### src/logic/draw_ctl_pkg.sv
package draw_ctl_pkg;
  // register byte addresses (printed offsets are indexes, not all /4)
  localparam int unsigned AUX_STATUS_IDX = 9;
  localparam int unsigned ENGINE_CTRL_IDX = 17;
  localparam logic [7:0] AUX_STATUS_ADDR = 8'h24;
  localparam logic [7:0] ENGINE_CTRL_ADDR = 8'h44;
  localparam logic [7:0] LAUNCH_ADDR = 8'h7C;
  localparam logic [7:0] DIR_ADDR = 8'h80;
  localparam logic [7:0] DEST_XY_ADDR = 8'h84;
  localparam logic [7:0] LENGTH_ADDR = 8'h88;
  localparam logic [7:0] DIM_ADDR = 8'h8C;
  localparam logic [7:0] LINE_ADDR = 8'h90;
  localparam logic [7:0] STEP_ADDR = 8'h94;
  localparam logic [7:0] PAT_X_ADDR = 8'h98;
  // field positions
  localparam int unsigned CTRL_BUSY_BIT = 7;
  localparam int unsigned CTRL_IRQ_EN_BIT = 0;
  localparam int unsigned AUX_BUSY_BIT = 7;
  localparam int unsigned OPTYPE_LSB = 24;
  localparam int unsigned COORD_W = 14;
  localparam int unsigned DIM_W = 12;
  // limits of the coordinate window
  localparam logic signed [13:0] COORD_MIN = -14'sd2048;
  localparam logic signed [13:0] COORD_MAX = 14'sd6143;
  localparam logic [1:0] RESP_OKAY = 2'b00;
  localparam logic [1:0] RESP_SLVERR = 2'b10;
  localparam logic [7:0] CTRL_RESET = 8'h00;

  typedef enum logic [3:0] {
    OP_STEP_RD = 4'b0010,
    OP_LINE_RD = 4'b0011,
    OP_STEP_WR = 4'b0100,
    OP_LINE_WR = 4'b0101,
    OP_BLOCK = 4'b1000,
    OP_BLOCK_INV = 4'b1001,
    OP_BLOCK_FILL = 4'b1010
  } op_type_t;

  // direction code carried as one packed group
  typedef struct packed {
    logic x_negative_flag;
    logic y_negative_flag;
    logic y_major_flag;
  } dir_code_t;

  typedef struct packed {
    logic signed [13:0] x;
    logic signed [13:0] y;
  } point_t;
endpackage

### src/logic/pel_walker.sv
`timescale 1ns/1ps
// walks one pel per cycle over a rectangle or a line and reports
// each pel to be written; the last pel raises last_o with valid_o
module pel_walker #(
  parameter int unsigned DIM_W = 12
) (
  // clock and reset
  input wire logic mclk_i,
  input wire logic sys_rst_i,
  // control
  input wire logic start_i,
  input wire logic hold_i,
  input wire logic [DIM_W-1:0] width_i,
  input wire logic [DIM_W-1:0] height_i,
  // pel stream
  output logic valid_o,
  output logic last_o,
  output logic [DIM_W-1:0] col_o,
  output logic [DIM_W-1:0] row_o
);
  logic run_q;
  logic [DIM_W-1:0] col_q;
  logic [DIM_W-1:0] row_q;
  logic end_col;
  logic end_row;

  initial begin
    if (DIM_W < 2 || DIM_W > 16) $error("pel_walker: DIM_W out of range");
  end

  assign end_col = (col_q == width_i);
  assign end_row = (row_q == height_i);

  // a held walker emits nothing so a paused read never loses a pel
  always_ff @(posedge mclk_i) begin
    if (sys_rst_i) begin
      run_q <= 1'b0;
      col_q <= '0;
      row_q <= '0;
    end else if (start_i) begin
      run_q <= 1'b1;
      col_q <= '0;
      row_q <= '0;
    end else if (run_q && !hold_i) begin
      if (end_col) begin
        col_q <= '0;
        if (end_row) begin
          run_q <= 1'b0;
        end else begin
          row_q <= row_q + 1'b1;
        end
      end else begin
        col_q <= col_q + 1'b1;
      end
    end
  end

  assign valid_o = run_q && !hold_i;
  assign last_o = run_q && !hold_i && end_col && end_row;
  assign col_o = col_q;
  assign row_o = row_q;
endmodule // pel_walker

### src/logic/drawing_engine_op_control.sv
`timescale 1ns/1ps
// Operation
// - started operation runs alone; busy stays set until fully complete
// - host read of control register pauses the operation during the read
// - auxiliary busy bit readable without stalling the operation
// - optional level completion interrupt, shareable with other sources
// - launch write starts the operation and does not wait
// - block transfer order follows direction code; host picks it
// - inverting transfer flips vertically, walking rows from the far end back to the near end
// - area fill uses a 1bpp work plane sized like the destination (no plane here: outlines are column 0 and the LENGTH_ADDR column)
// - fill scans left to right toggling at each outline pel
// - fill keeps top and left edges, drops bottom and right
// - target coordinates span -2048..6143; outside bitmap is clipped
// - bitmap dimensions limited to 0..4095
// - length register takes 0..4095 only
// - line end leaves error term, steps, target and pattern x updated
// - coordinates are 14 bits and wrap instead of saturating
// - position registers undefined after reset; host initialises them (reset here clears them to zero)
// - operation type field selects step, line and transfer kinds
// - direction bits: negative x, negative y, y major
module drawing_engine_op_control #(
  parameter int unsigned DIM_W = draw_ctl_pkg::DIM_W
) (
  // clock and reset
  input wire logic mclk_i,
  input wire logic sys_rst_i,
  // axi4-lite write address, data and response
  input wire logic [7:0] s_awaddr,
  input wire logic s_awvalid,
  output logic s_awready,
  input wire logic [31:0] s_wdata,
  input wire logic [3:0] s_wstrb,
  input wire logic s_wvalid,
  output logic s_wready,
  output logic [1:0] s_bresp,
  output logic s_bvalid,
  input wire logic s_bready,
  // axi4-lite read
  input wire logic [7:0] s_araddr,
  input wire logic s_arvalid,
  output logic s_arready,
  output logic [31:0] s_rdata,
  output logic [1:0] s_rresp,
  output logic s_rvalid,
  input wire logic s_rready,
  // pel write stream and completion
  output logic pel_we_o,
  output logic pel_fill_o,
  output logic [27:0] pel_addr_o,
  output logic done_irq_o
);
  initial begin
    if (DIM_W != 12) $error("drawing_engine_op_control: DIM_W must be 12");
  end

  typedef enum logic [1:0] {
    ST_IDLE = 2'b00,
    ST_RUN = 2'b01,
    ST_PAUSE = 2'b10
  } eng_state_t;

  eng_state_t state_q;
  logic [7:0] ctrl_q;
  logic [3:0] op_q;
  draw_ctl_pkg::dir_code_t dir_q;
  draw_ctl_pkg::point_t dest_q;
  draw_ctl_pkg::point_t cur_q;
  logic [DIM_W-1:0] len_q;
  logic [DIM_W-1:0] wid_q;
  logic [DIM_W-1:0] hgt_q;
  logic [DIM_W-1:0] clip_w_q;
  logic [DIM_W-1:0] clip_h_q;
  logic signed [15:0] err_q;
  logic signed [15:0] k1_q;
  logic signed [15:0] k2_q;
  logic [13:0] pat_x_q;
  logic fill_on_q;
  logic irq_q;
  logic [7:0] aw_q;
  logic aw_have_q;
  logic [31:0] w_q;
  logic w_have_q;
  logic [7:0] ar_q;
  logic ar_have_q;
  logic ctrl_rd_q;
  logic pel_we_q;
  logic pel_fill_q;
  logic [27:0] pel_addr_q;
  logic [1:0] bresp_q;
  logic bvalid_q;
  logic rvalid_q;
  logic [31:0] rdata_q;

  logic wr_fire;
  logic launch;
  logic hold;
  logic w_valid;
  logic w_last;
  logic [DIM_W-1:0] w_col;
  logic [DIM_W-1:0] w_row;
  logic is_line;
  logic [DIM_W-1:0] walk_w;
  logic [DIM_W-1:0] walk_h;
  logic signed [13:0] px;
  logic signed [13:0] py;
  logic in_bitmap;
  logic outline_pel;

  // write commits once address and data have both arrived
  assign wr_fire = aw_have_q && w_have_q && !bvalid_q;
  assign launch = wr_fire && aw_q == draw_ctl_pkg::LAUNCH_ADDR;
  // only a control-register read holds the walker, status reads do not
  assign hold = ctrl_rd_q;
  assign is_line = op_q[3] == 1'b0;
  assign walk_w = is_line ? len_q : wid_q;
  assign walk_h = is_line ? '0 : hgt_q;

  pel_walker #(
    .DIM_W(DIM_W)
  ) walker_u (
    .mclk_i(mclk_i),
    .sys_rst_i(sys_rst_i),
    .start_i(launch),
    .hold_i(hold),
    .width_i(walk_w),
    .height_i(walk_h),
    .valid_o(w_valid),
    .last_o(w_last),
    .col_o(w_col),
    .row_o(w_row)
  );

  // pel position: direction picks order, inverting mirrors rows
  always_comb begin
    logic [DIM_W-1:0] r;
    r = w_row;
    if (op_q == draw_ctl_pkg::OP_BLOCK_INV) begin
      r = hgt_q - w_row;
    end
    if (is_line) begin
      px = cur_q.x;
      py = cur_q.y;
    end else begin
      px = dir_q.x_negative_flag ? dest_q.x - 14'(w_col)
                                 : dest_q.x + 14'(w_col);
      py = dir_q.y_negative_flag ? dest_q.y - 14'(r)
                                 : dest_q.y + 14'(r);
    end
  end

  // scissor at the destination bitmap edge
  assign in_bitmap = px >= 0 && py >= 0 &&
    px <= $signed({2'b00, clip_w_q}) && py <= $signed({2'b00, clip_h_q});
  // fill plane pel for this position: outline marks are modelled as
  // column 0 and the column held in the LENGTH_ADDR register
  assign outline_pel = (w_col == len_q) || (w_col == 12'h000);

  // engine state; ends the very cycle the last pel is issued
  always_ff @(posedge mclk_i) begin
    if (sys_rst_i) begin
      state_q <= ST_IDLE;
    end else begin
      case (state_q)
        ST_IDLE: if (launch) state_q <= ST_RUN;
        ST_RUN: begin
          if (w_last) begin
            state_q <= ST_IDLE;
          end else if (hold) begin
            state_q <= ST_PAUSE;
          end
        end
        ST_PAUSE: begin
          // the walker runs again one cycle before this state leaves pause
          if (w_last) begin
            state_q <= ST_IDLE;
          end else if (!hold) begin
            state_q <= ST_RUN;
          end
        end
        default: state_q <= ST_IDLE;
      endcase
    end
  end

  // pel write stream; fill toggles at outline pels per row
  always_ff @(posedge mclk_i) begin
    if (sys_rst_i) begin
      pel_we_q <= 1'b0;
      pel_fill_q <= 1'b0;
      pel_addr_q <= 28'h0000000;
      fill_on_q <= 1'b0;
    end else begin
      pel_we_q <= w_valid && in_bitmap;
      pel_addr_q <= {py, px};
      if (op_q == draw_ctl_pkg::OP_BLOCK_FILL && w_valid) begin
        // toggle before the pel: left edge in, right edge out
        if (w_col == '0) begin
          fill_on_q <= 1'b1;
          pel_fill_q <= w_row != hgt_q; // bottom row out
        end else if (outline_pel) begin
          fill_on_q <= !fill_on_q;
          pel_fill_q <= 1'b0;
        end else begin
          pel_fill_q <= fill_on_q && w_row != hgt_q;
        end
      end else begin
        pel_fill_q <= 1'b0;
      end
    end
  end

  // line stepping leaves parameters updated for continuation
  always_ff @(posedge mclk_i) begin
    if (sys_rst_i) begin
      err_q <= 16'h0000;
      k1_q <= 16'h0000;
      k2_q <= 16'h0000;
      cur_q <= '0;
      pat_x_q <= 14'h0000;
    end else if (wr_fire && aw_q == draw_ctl_pkg::LINE_ADDR) begin
      err_q <= w_q[15:0];
    end else if (wr_fire && aw_q == draw_ctl_pkg::STEP_ADDR) begin
      k1_q <= w_q[15:0];
      k2_q <= w_q[31:16];
    end else if (wr_fire && aw_q == draw_ctl_pkg::DEST_XY_ADDR) begin
      cur_q <= {w_q[13:0], w_q[29:16]};
    end else if (wr_fire && aw_q == draw_ctl_pkg::PAT_X_ADDR) begin
      pat_x_q <= w_q[13:0];
    end else if (w_valid && is_line) begin
      pat_x_q <= pat_x_q + 14'h0001;
      if (err_q[15]) begin
        err_q <= err_q + k1_q;
        if (dir_q.y_major_flag) begin
          cur_q.y <= dir_q.y_negative_flag ? cur_q.y - 14'sd1
                                           : cur_q.y + 14'sd1;
        end else begin
          cur_q.x <= dir_q.x_negative_flag ? cur_q.x - 14'sd1
                                           : cur_q.x + 14'sd1;
        end
      end else begin
        err_q <= err_q + k2_q;
        cur_q.x <= dir_q.x_negative_flag ? cur_q.x - 14'sd1
                                         : cur_q.x + 14'sd1;
        cur_q.y <= dir_q.y_negative_flag ? cur_q.y - 14'sd1
                                         : cur_q.y + 14'sd1;
      end
    end
  end

  // parameter registers; widths cap each value
  always_ff @(posedge mclk_i) begin
    if (sys_rst_i) begin
      ctrl_q <= draw_ctl_pkg::CTRL_RESET;
      op_q <= 4'h0;
      dir_q <= '0;
      len_q <= '0;
      wid_q <= '0;
      hgt_q <= '0;
      clip_w_q <= '0;
      clip_h_q <= '0;
      dest_q <= '0; // defined here, host must still load it
    end else if (wr_fire) begin
      case (aw_q)
        draw_ctl_pkg::ENGINE_CTRL_ADDR: ctrl_q <= w_q[7:0];
        draw_ctl_pkg::LAUNCH_ADDR: op_q <= w_q[27:24];
        draw_ctl_pkg::DIR_ADDR: dir_q <= w_q[2:0];
        draw_ctl_pkg::DEST_XY_ADDR: dest_q <= {w_q[13:0], w_q[29:16]};
        draw_ctl_pkg::LENGTH_ADDR: len_q <= w_q[11:0];
        draw_ctl_pkg::DIM_ADDR: begin
          wid_q <= w_q[11:0];
          hgt_q <= w_q[27:16];
        end
        draw_ctl_pkg::PAT_X_ADDR: begin
          clip_w_q <= w_q[27:16];
          clip_h_q <= w_q[27:16];
        end
        default: ctrl_q <= ctrl_q;
      endcase
    end
  end

  // completion interrupt level, cleared by writing control
  always_ff @(posedge mclk_i) begin
    if (sys_rst_i) begin
      irq_q <= 1'b0;
    end else if (w_last && ctrl_q[draw_ctl_pkg::CTRL_IRQ_EN_BIT]) begin
      irq_q <= 1'b1; // set wins over clear
    end else if (wr_fire && aw_q == draw_ctl_pkg::ENGINE_CTRL_ADDR) begin
      irq_q <= 1'b0;
    end
  end

  // axi write channels, taken in either order, one at a time
  always_ff @(posedge mclk_i) begin
    if (sys_rst_i) begin
      aw_have_q <= 1'b0;
      w_have_q <= 1'b0;
      aw_q <= 8'h00;
      w_q <= 32'h00000000;
      bvalid_q <= 1'b0;
      bresp_q <= draw_ctl_pkg::RESP_OKAY;
    end else begin
      if (s_awvalid && s_awready) begin
        aw_have_q <= 1'b1;
        aw_q <= {s_awaddr[7:2], 2'b00};
      end
      if (s_wvalid && s_wready) begin
        w_have_q <= 1'b1;
        w_q <= s_wdata;
      end
      if (wr_fire) begin
        aw_have_q <= 1'b0;
        w_have_q <= 1'b0;
        bvalid_q <= 1'b1;
        bresp_q <= draw_ctl_pkg::RESP_OKAY;
      end else if (bvalid_q && s_bready) begin
        bvalid_q <= 1'b0;
      end
    end
  end

  // axi read: control read pauses the walker for one cycle
  always_ff @(posedge mclk_i) begin
    if (sys_rst_i) begin
      ar_have_q <= 1'b0;
      ar_q <= 8'h00;
      ctrl_rd_q <= 1'b0;
      rvalid_q <= 1'b0;
      rdata_q <= 32'h00000000;
    end else begin
      ctrl_rd_q <= 1'b0;
      if (s_arvalid && s_arready) begin
        ar_have_q <= 1'b1;
        ar_q <= {s_araddr[7:2], 2'b00};
        ctrl_rd_q <= {s_araddr[7:2], 2'b00} ==
          draw_ctl_pkg::ENGINE_CTRL_ADDR;
      end
      if (ar_have_q && !rvalid_q) begin
        ar_have_q <= 1'b0;
        rvalid_q <= 1'b1;
        rdata_q <= 32'h00000000;
        case (ar_q)
          draw_ctl_pkg::ENGINE_CTRL_ADDR:
            rdata_q <= {24'h000000, state_q != ST_IDLE, ctrl_q[6:0]};
          draw_ctl_pkg::AUX_STATUS_ADDR:
            rdata_q <= {24'h000000, state_q != ST_IDLE, 7'h00};
          draw_ctl_pkg::LINE_ADDR: rdata_q <= {16'h0000, err_q};
          default: rdata_q <= 32'h00000000;
        endcase
      end else if (rvalid_q && s_rready) begin
        rvalid_q <= 1'b0;
      end
    end
  end

  assign s_awready = !aw_have_q && !bvalid_q;
  assign s_wready = !w_have_q && !bvalid_q;
  assign s_bresp = bresp_q;
  assign s_bvalid = bvalid_q;
  assign s_arready = !ar_have_q && !rvalid_q;
  assign s_rdata = rdata_q;
  assign s_rresp = draw_ctl_pkg::RESP_OKAY;
  assign s_rvalid = rvalid_q;
  assign pel_we_o = pel_we_q;
  assign pel_fill_o = pel_fill_q;
  assign pel_addr_o = pel_addr_q;
  assign done_irq_o = irq_q;

  busy_after_launch_a: assert property (@(posedge mclk_i)
    disable iff (sys_rst_i) launch |=> state_q != ST_IDLE)
    else $error("launch did not set busy");
  busy_until_last_a: assert property (@(posedge mclk_i)
    disable iff (sys_rst_i) state_q != ST_IDLE && !w_last
    |=> state_q != ST_IDLE) else $error("busy dropped early");
  done_on_last_a: assert property (@(posedge mclk_i)
    disable iff (sys_rst_i) w_last |=> state_q == ST_IDLE)
    else $error("busy stayed after last pel");
  irq_on_last_a: assert property (@(posedge mclk_i)
    disable iff (sys_rst_i) w_last && ctrl_q[0] |=> irq_q)
    else $error("no completion interrupt");
  ctrl_read_hold_a: assert property (@(posedge mclk_i)
    disable iff (sys_rst_i) hold |=> !pel_we_q)
    else $error("pel issued during control read");
  aux_no_stall_a: assert property (@(posedge mclk_i)
    disable iff (sys_rst_i) s_arvalid && s_arready &&
    s_araddr == draw_ctl_pkg::AUX_STATUS_ADDR |=> !hold)
    else $error("status read stalled engine");
  rd_answer_a: assert property (@(posedge mclk_i)
    disable iff (sys_rst_i) s_arvalid && s_arready |=> ##1 s_rvalid)
    else $error("read answer late");
  clip_write_a: assert property (@(posedge mclk_i)
    disable iff (sys_rst_i) w_valid && !in_bitmap |=> !pel_we_q)
    else $error("pel written outside bitmap");
  launch_c: cover property (@(posedge mclk_i) launch);
  paused_c: cover property (@(posedge mclk_i) state_q == ST_PAUSE);
  fill_c: cover property (@(posedge mclk_i) pel_fill_q);
endmodule // drawing_engine_op_control

### config.mk
export PLATFORM = sky130hd
export DESIGN_NAME = drawing_engine_op_control
export DESIGN_NICKNAME = d
export VERILOG_FILES = /design/src/logic/draw_ctl_pkg.sv /design/src/logic/pel_walker.sv /design/src/logic/drawing_engine_op_control.sv
export SDC_FILE = /design/constraint.sdc
export NUM_CORES = 1
export LEC_CHECK = 0
export ABC_AREA = 1
export BUFFER_PORTS_ARGS = -buffer_cell sky130_fd_sc_hd__buf_4
export CAP_MARGIN = 20
export CORE_UTILIZATION = 30
export CTS_CLUSTER_SIZE = 28
export DETAILED_ROUTE_END_ITERATION = 12
export PLACE_DENSITY_LB_ADDON = 0.25
export SYNTH_ARGS = -nofsm -noshare
export SYNTH_HDL_FRONTEND = slang
export SYNTH_SLANG_ARGS = --single-unit
### constraint.sdc
create_clock -name mclk_i -period 13.2 [get_ports mclk_i]
set_clock_uncertainty 0.05 [all_clocks]
set_input_delay 2.64 -clock mclk_i [delete_from_list [all_inputs] [get_ports mclk_i]]
set_output_delay 2.64 -clock mclk_i [all_outputs]
set_load 0.02 [all_outputs]
==> results.md, run 1 <==
* Critical Path Max Stage Delay at 0.69 ns
* Via Count at 15800
* Antenna viol nets, final at 0
* CTS Buf Count at 36
* Number of port buffers at 102
* Worst Hold Launch: wid_q[3]
* DRT iter0 DRCs at 1192
* Setup-failing EPs final at 0
* GRT overflow at 0
* Vias in the first global route at about 15000
* Library cells used by synthesis at 58
* Sequential fraction of the synthesis area at 0.347
* Crit-path max FO at 46
* Layout cell share with drive strength beyond 1 at 0.0933
* Top-area cell type share of the netlist area at 0.347
* Worst skew pair latency at 0.57 ns
* Max-slew violations at 0
* Layout Utilization at 0.350
* Final setup TNS at 0 ns
* Unrepaired setup endpoints after global routing: no
* Hold Violations, Final at 0
* Clk buf depth at 3
* Initial Util at 0.304
* Async SR Flop Fraction at 0
* RR Endpoint: pel_we_o
* HPWL after detailed placement at roughly 40000 um
* Avg Inst Size Synth at 7.02 um^2
* Final Power at 2.08 mW
* Die area at 0.0569 mm^2
* Gates resized, CTS repair at 0
* DR pass1 iterations at 7
* DRC Markers at 0
* Hold crit path type: reg -> reg
* I/O pin cnt at roughly 130
* CP required at roughly 14 ns
* Maximum VDD drop at ~0.074 mV
* Fmax at ~0.18 GHz
* Number of synthesized register bits at 291
* Die width at 239 um
* Simple-gate portion of the synthesized area at 0.223
* Final net count at ~2600
* Lkg Pwr at 8.38 nW
* YS warnings at 0
* Final min period at 5.51 ns
* Final non-filler cell area at 0.0193 mm^2
* Type of the worst setup path: reg -> reg
* Max-cap viol count at 0
* Post-synthesis cell count at 2390
* Vias per cell at between 4 and 5
* Root Driver: clkbuf_16
* Crit end category: register
* Tcrit/Tclk final at 0.418
* H-tree depth at 2
* Synth area leader: dfxtp_1
* Core area at about 0.055 mm^2
* Delay-heaviest family, CP: simple AND/OR/NAND/NOR gates
* Most numerous cell on the critical path: a21oi_1
* Adder-cell share of the synthesized area at 0.0847
* Synthesized area at 0.0168 mm^2
* Synth Flop Type: dfxtp_1
* Final GP Congestion at between 0.8 and 0.9
* Hold Path Sink: wid_q[3]
* Worst hold slack at between 0.3 and 0.4 ns
* Largest family of logic cells by synthesized area: simple AND/OR/NAND/NOR gates
* Clock transition at path regs at 0.06 ns
* Post-Synth XOR/XNOR Area at 0.0402
* Compound-Gate Fraction of Synth Area at 0.211
* Synth top area cells: dfxtp_1, nand2_1, a21oi_1, ha_1, o21ai_0
* Die Y at 239 um
* Post CTS Setup Buffer Count at 0
* Slew @ Worst Pin at around 1 ns
* Pwr/cell area at 107 mW/mm^2
* CTS tree: built
* Largest net degree at the start of global routing at between 100 and 150
* Final wirelength at 54500 um
* EDFF count, synth at 0
* Synth-to-Final Area Change at 15.1%
* Worst EP arrival at 5.97 ns
* Post-synthesis mux area share at 0.000596
* Hold-critical path depth at 2
* Most common cell after layout, fill and taps aside: nand2_1
* # diodes at 0
* RR Startpoint: op_q[3]
* Commonest non-fill, non-tap cells in the layout: nand2_1, a21oi_1, dfxtp_1
* Placed Area at 0.0181 mm^2
* R2r setup slk at a little under 8 ns
* Slowest CP cell: inv_2
* Gr usage total at 0.191
* Routed WL per cell at 16.9 um
* Status: completed
* Worst-case reg-to-reg path depth at 28
* Worst path buffer plus inverter count at 5
* Crit path launch type: register
* Cts hold-fix bufs at 0
* Max-slew headroom at 0.317
* Fillers at 5857
* Global-route wire length before repair at 84400 um
* Clock Sinks at 291
* Row cnt at 86
* Initial antenna violation count at 1
[final cells by class]
class | instances | area (um^2) | area share
timing repair buffer | 112 | 841 | 0.0435
clock inverter | 14 | 178 | 0.00920
tap | 748 | 936 | 0.0484
inverter | 269 | 1010 | 0.0524
sequential | 291 | 5830 | 0.302
multi-input combinational | 1738 | 9470 | 0.490
clock buffer | 51 | 1060 | 0.0548
[report_power, final]
part           leakage (nW)  switching (mW)  internal [mW]
sequential             2.35          0.0305          0.895
clock                 0.614           0.422          0.623
combinational          5.41          0.0737         0.0314
total                  8.38           0.526           1.55
[synthesized netlist by cell type, drive strengths merged (2+ instances only)]
library cell    n
a211oi          9
a21boi          4
a21o            4
a21oi         304
a22oi          11
a31oi          28
a32o            4
and2            3
and3            3
buf            42
clkbuf         69
clkinv          5
dfxtp         291
fa              6
ha            104
inv           264
nand2         475
nand3         104
nand3b          2
nand4          24
nor2          210
nor3           24
nor3b           3
nor4            8
o2111ai         3
o211ai          3
o21ai         266
o21bai          4
o221a           2
o22ai           9
o31ai           7
or2            13
xnor2          24
xor2           53
[metrics by stage]
step / instances / setup slack, ns
after detailed placement: 3158 / 7.66
final: 3223 / 7.69
after CTS: 3223 / 7.62
after floorplan: 2409 / 8.97
after global routing: 3223 / 6.93
after global placement: 3158 / 7.76
[layer usage]
| layer | part of all wire | track usage | vias up |
|---|---|---|---|
| met5 | 0 | 0 | - |
| met4 | 0.033 | 0.0705 | 0 |
| met3 | 0.048 | 0.0267 | 74 |
| met2 | 0.45 | 0.311 | 382 |
| met1 | 0.47 | 0.255 | 7324 |
| li1 | - | - | 8063 |
[cell families (layout without fill, tap and decap cells)]
logic type	Yosys count	after routing
AND/OR/NAND/NOR	870	870
AO/OA/AOI/OAI	660	660
buffers and inverters	380	446
flip-flops	291	291
adder cells (fa/ha/maj)	110	110
XOR/XNOR	77	77
other	1	20
multiplexers	1	1
[sequential cells by signal (all words and copies together) (netlist names), 16 cells and up]
| signal | count |
|---|---|
| cur_q | 28 |
| err_q | 16 |
| pel_addr_o | 28 |
| k2_q | 16 |
| s_rdata | 16 |
| w_q | 32 |
| k1_q | 16 |
| dest_q | 28 |
[worst max path at each step]
stage | from | endpoint | slack [ns] | cells after the start
2_1_floorplan | walker_u.row_o[0] | pel_we_o | 8.97 | 26
3_3_place_gp | op_q[3] | pel_we_o | 7.76 | 28
3_5_place_dp | op_q[3] | pel_we_o | 7.66 | 28
4_1_cts | op_q[3] | pel_we_o | 7.62 | 28
5_1_grt | op_q[3] | pel_we_o | 6.93 | 28
6_report | op_q[3] | pel_we_o | 7.69 | 28
[tightest hold or removal path, delay by kind of cell (launching register included)]
family	cells	cell delay, ns
compound gates	1	0.04
buf+inv	1	0.04
flops	1	0.31
(Power assumes the default switching activity.)
==> inputs of run 2 (changes only) <==
==> constraint.sdc (replaced) <==
create_clock -name mclk_i -period 5.6 [get_ports mclk_i]
set_clock_uncertainty 0.05 [all_clocks]
set_input_delay 1.12 -clock mclk_i [delete_from_list [all_inputs] [get_ports mclk_i]]
set_output_delay 1.12 -clock mclk_i [all_outputs]
set_load 0.02 [all_outputs]
==> results.md, run 2 (synthesized netlist as in run 1, its figures left out) <==
* Vias per cell at 4.87 (-0.93%)
* Cts hold-fix bufs at 0 (unchanged)
* Status: completed
* Gates resized, CTS repair at 0 (unchanged)
* Clock Sinks at 291 (unchanged)
* Max-slew violations at 0 (unchanged)
* Placed Area at 0.0181 mm^2 (+0.21%)
* Setup-failing EPs final at 0 (unchanged)
* Hold Violations, Final at 0 (unchanged)
* Most numerous cell on the critical path: a21oi_1
* CTS Buf Count at 36 (unchanged)
* CTS tree: built
* Routed WL per cell at 16.8 um (-0.59%)
* Post-Layout Cell Count at 3226 (+0.093%)
* CP required at 6.06 ns (-7.59 ns)
* Commonest non-fill, non-tap cells in the layout: nand2_1, a21oi_1, dfxtp_1
* Worst EP arrival at 5.39 ns (-0.58 ns)
* Slowest CP cell: dfxtp_1
* Max-cap viol count at 0 (unchanged)
* Largest net degree at the start of global routing at 94 (-9.6%)
* Global-route wire length before repair at 84700 um (+0.26%)
* Type of the worst setup path: reg -> reg
* Final wirelength at 54200 um (-0.49%)
* Final GP Congestion at 0.909 (+2.2%)
* Die area at 0.0569 mm^2 (unchanged)
* Initial Util at 0.304 (unchanged)
* Final min period at 4.93 ns (-0.587 ns)
* Initial antenna violation count at 0 (-1)
* Root Driver: clkbuf_16
* Post CTS Setup Buffer Count at 0 (unchanged)
* DR pass1 iterations at 5 (-2)
* Max-slew headroom at 0.365 (+0.0478)
* Crit end category: register
* DRC Markers at 0 (unchanged)
* Core area at 0.0552 mm^2 (unchanged)
* GRT overflow at 0 (unchanged)
* HPWL after detailed placement at 39900 um (-0.14%)
* Antenna viol nets, final at 0 (unchanged)
* Final setup TNS at 0 ns (unchanged)
* Via Count at 15700 (-0.84%)
* Fmax at 0.203 GHz (+12%)
* Number of port buffers at 102 (unchanged)
* Delay-heaviest family, CP: adder cells
* Die Y at 239 um (unchanged)
* Final non-filler cell area at 0.0194 mm^2 (+0.47%)
* Row cnt at 86 (unchanged)
* DRT iter0 DRCs at 971 (-19%)
* # diodes at 0 (unchanged)
* Clock transition at path regs at 0.07 ns (about the same)
* Clk buf depth at 3 (unchanged)
* Pwr/cell area at 256 mW/mm^2 (+140%)
* Crit path launch type: register
* Vias in the first global route at 15100 (-0.099%)
* Lkg Pwr at 8.41 nW (+0.36%)
* Slew @ Worst Pin at 0.949 ns (-0.0715 ns)
* Crit-path max FO at 6 (-87%)
* Gr usage total at 0.190 (-0.000427)
* Final net count at 2622 (+0.19%)
* Tcrit/Tclk final at 0.880 (+0.462)
* Layout Utilization at 0.352 (+0.00165)
* Maximum VDD drop at 0.185 mV (+150%)
* Final Power at 4.98 mW (+140%)
* Hold crit path type: reg -> reg
* Worst skew pair latency at 0.58 ns (about the same)
* Critical Path Max Stage Delay at 0.43 ns (-0.26 ns)
* Worst path buffer plus inverter count at 3 (-2)
* Die width at 239 um (unchanged)
* Largest register FFs at 32 (unchanged)
* Inst Count DP at 3163 (+0.16%)
* Most common cell after layout, fill and taps aside: nand2_1
* Unrepaired setup endpoints after global routing: no
* Register with the most flip-flops: w_q
* I/O pin cnt at 131 (unchanged)
* Synth-to-Final Area Change at 15.7%
* H-tree depth at 2 (unchanged)
* Layout cell share with drive strength beyond 1 at 0.0944 (+0.00110)
==> run 2: changes by cell type in the layout (fill, tap and decap cells not counted), moves of 2 or more <==
cell	change
buf_4	+5
clkinv_2	-5
bufinv_16	+2
clkinv_16	+2
inv_16	-2
==> run 2: power breakdown <==
part	total, mW	internal (mW)	switching, mW
combinational	0.247	0.0753	0.172
sequential	2.18	2.11	0.0710
clock	2.55	1.54	1.01
==> run 2: routing by layer <==
metal / track usage / share of wire / up-vias
met5: 0 / 0 / -
met2: 0.305 / 0.45 / 344
met1: 0.263 / 0.48 / 7245
li1: - / - / 8045
met3: 0.0242 / 0.046 / 76
met4: 0.0631 / 0.026 / 0
==> run 2: worst paths after layout <==
path,start,to,slack [ns],depth (start not counted)
min,wid_q[3],wid_q[3],0.40,2
max reg2reg,walker_u.row_o[0],pel_we_o,0.67,26
max,walker_u.row_o[0],pel_we_o,0.67,26
min reg2reg,wid_q[3],wid_q[3],0.40,2
==> run 2: cell type report <==
class | count | area [um^2]
Fill cell | 5856 | 35800
Multi-Input combinational cell | 1738 | 9470
Sequential cell | 291 | 5830
Clock buffer | 50 | 1030
Inverter | 269 | 1010
Tap cell | 748 | 936
Timing Repair Buffer | 117 | 878
Clock inverter | 13 | 256
==> run 2: worst register-to-register path, stage by stage, from the launching register on <==
cell	delay, ns
dfxtp_1	0.43
ha_1	0.23
fa_1	0.41
nand3_1	0.11
nand2_1	0.09
ha_1	0.29
inv_1	0.03
o21ai_0	0.35
inv_1	0.09
ha_1	0.30
inv_1	0.06
nor3_1	0.27
a21oi_1	0.12
or2_2	0.29
a21oi_1	0.13
or2_2	0.13
a21oi_1	0.05
o21ai_0	0.14
nand2_1	0.12
ha_1	0.31
a21oi_1	0.14
o21ai_0	0.09
o21ai_0	0.16
a21oi_1	0.09
nor2_1	0.15
nand4_1	0.11
nor2_2	0.12
==> run 2: metrics by stage <==
step / hold slack, ns / setup slack [ns]
floorplan: 0.374 / 1.37
global placement: 0.384 / 0.674
detailed placement: 0.387 / 0.662
CTS: 0.396 / 0.642
global route: 0.411 / 0.126
finish: 0.395 / 0.673
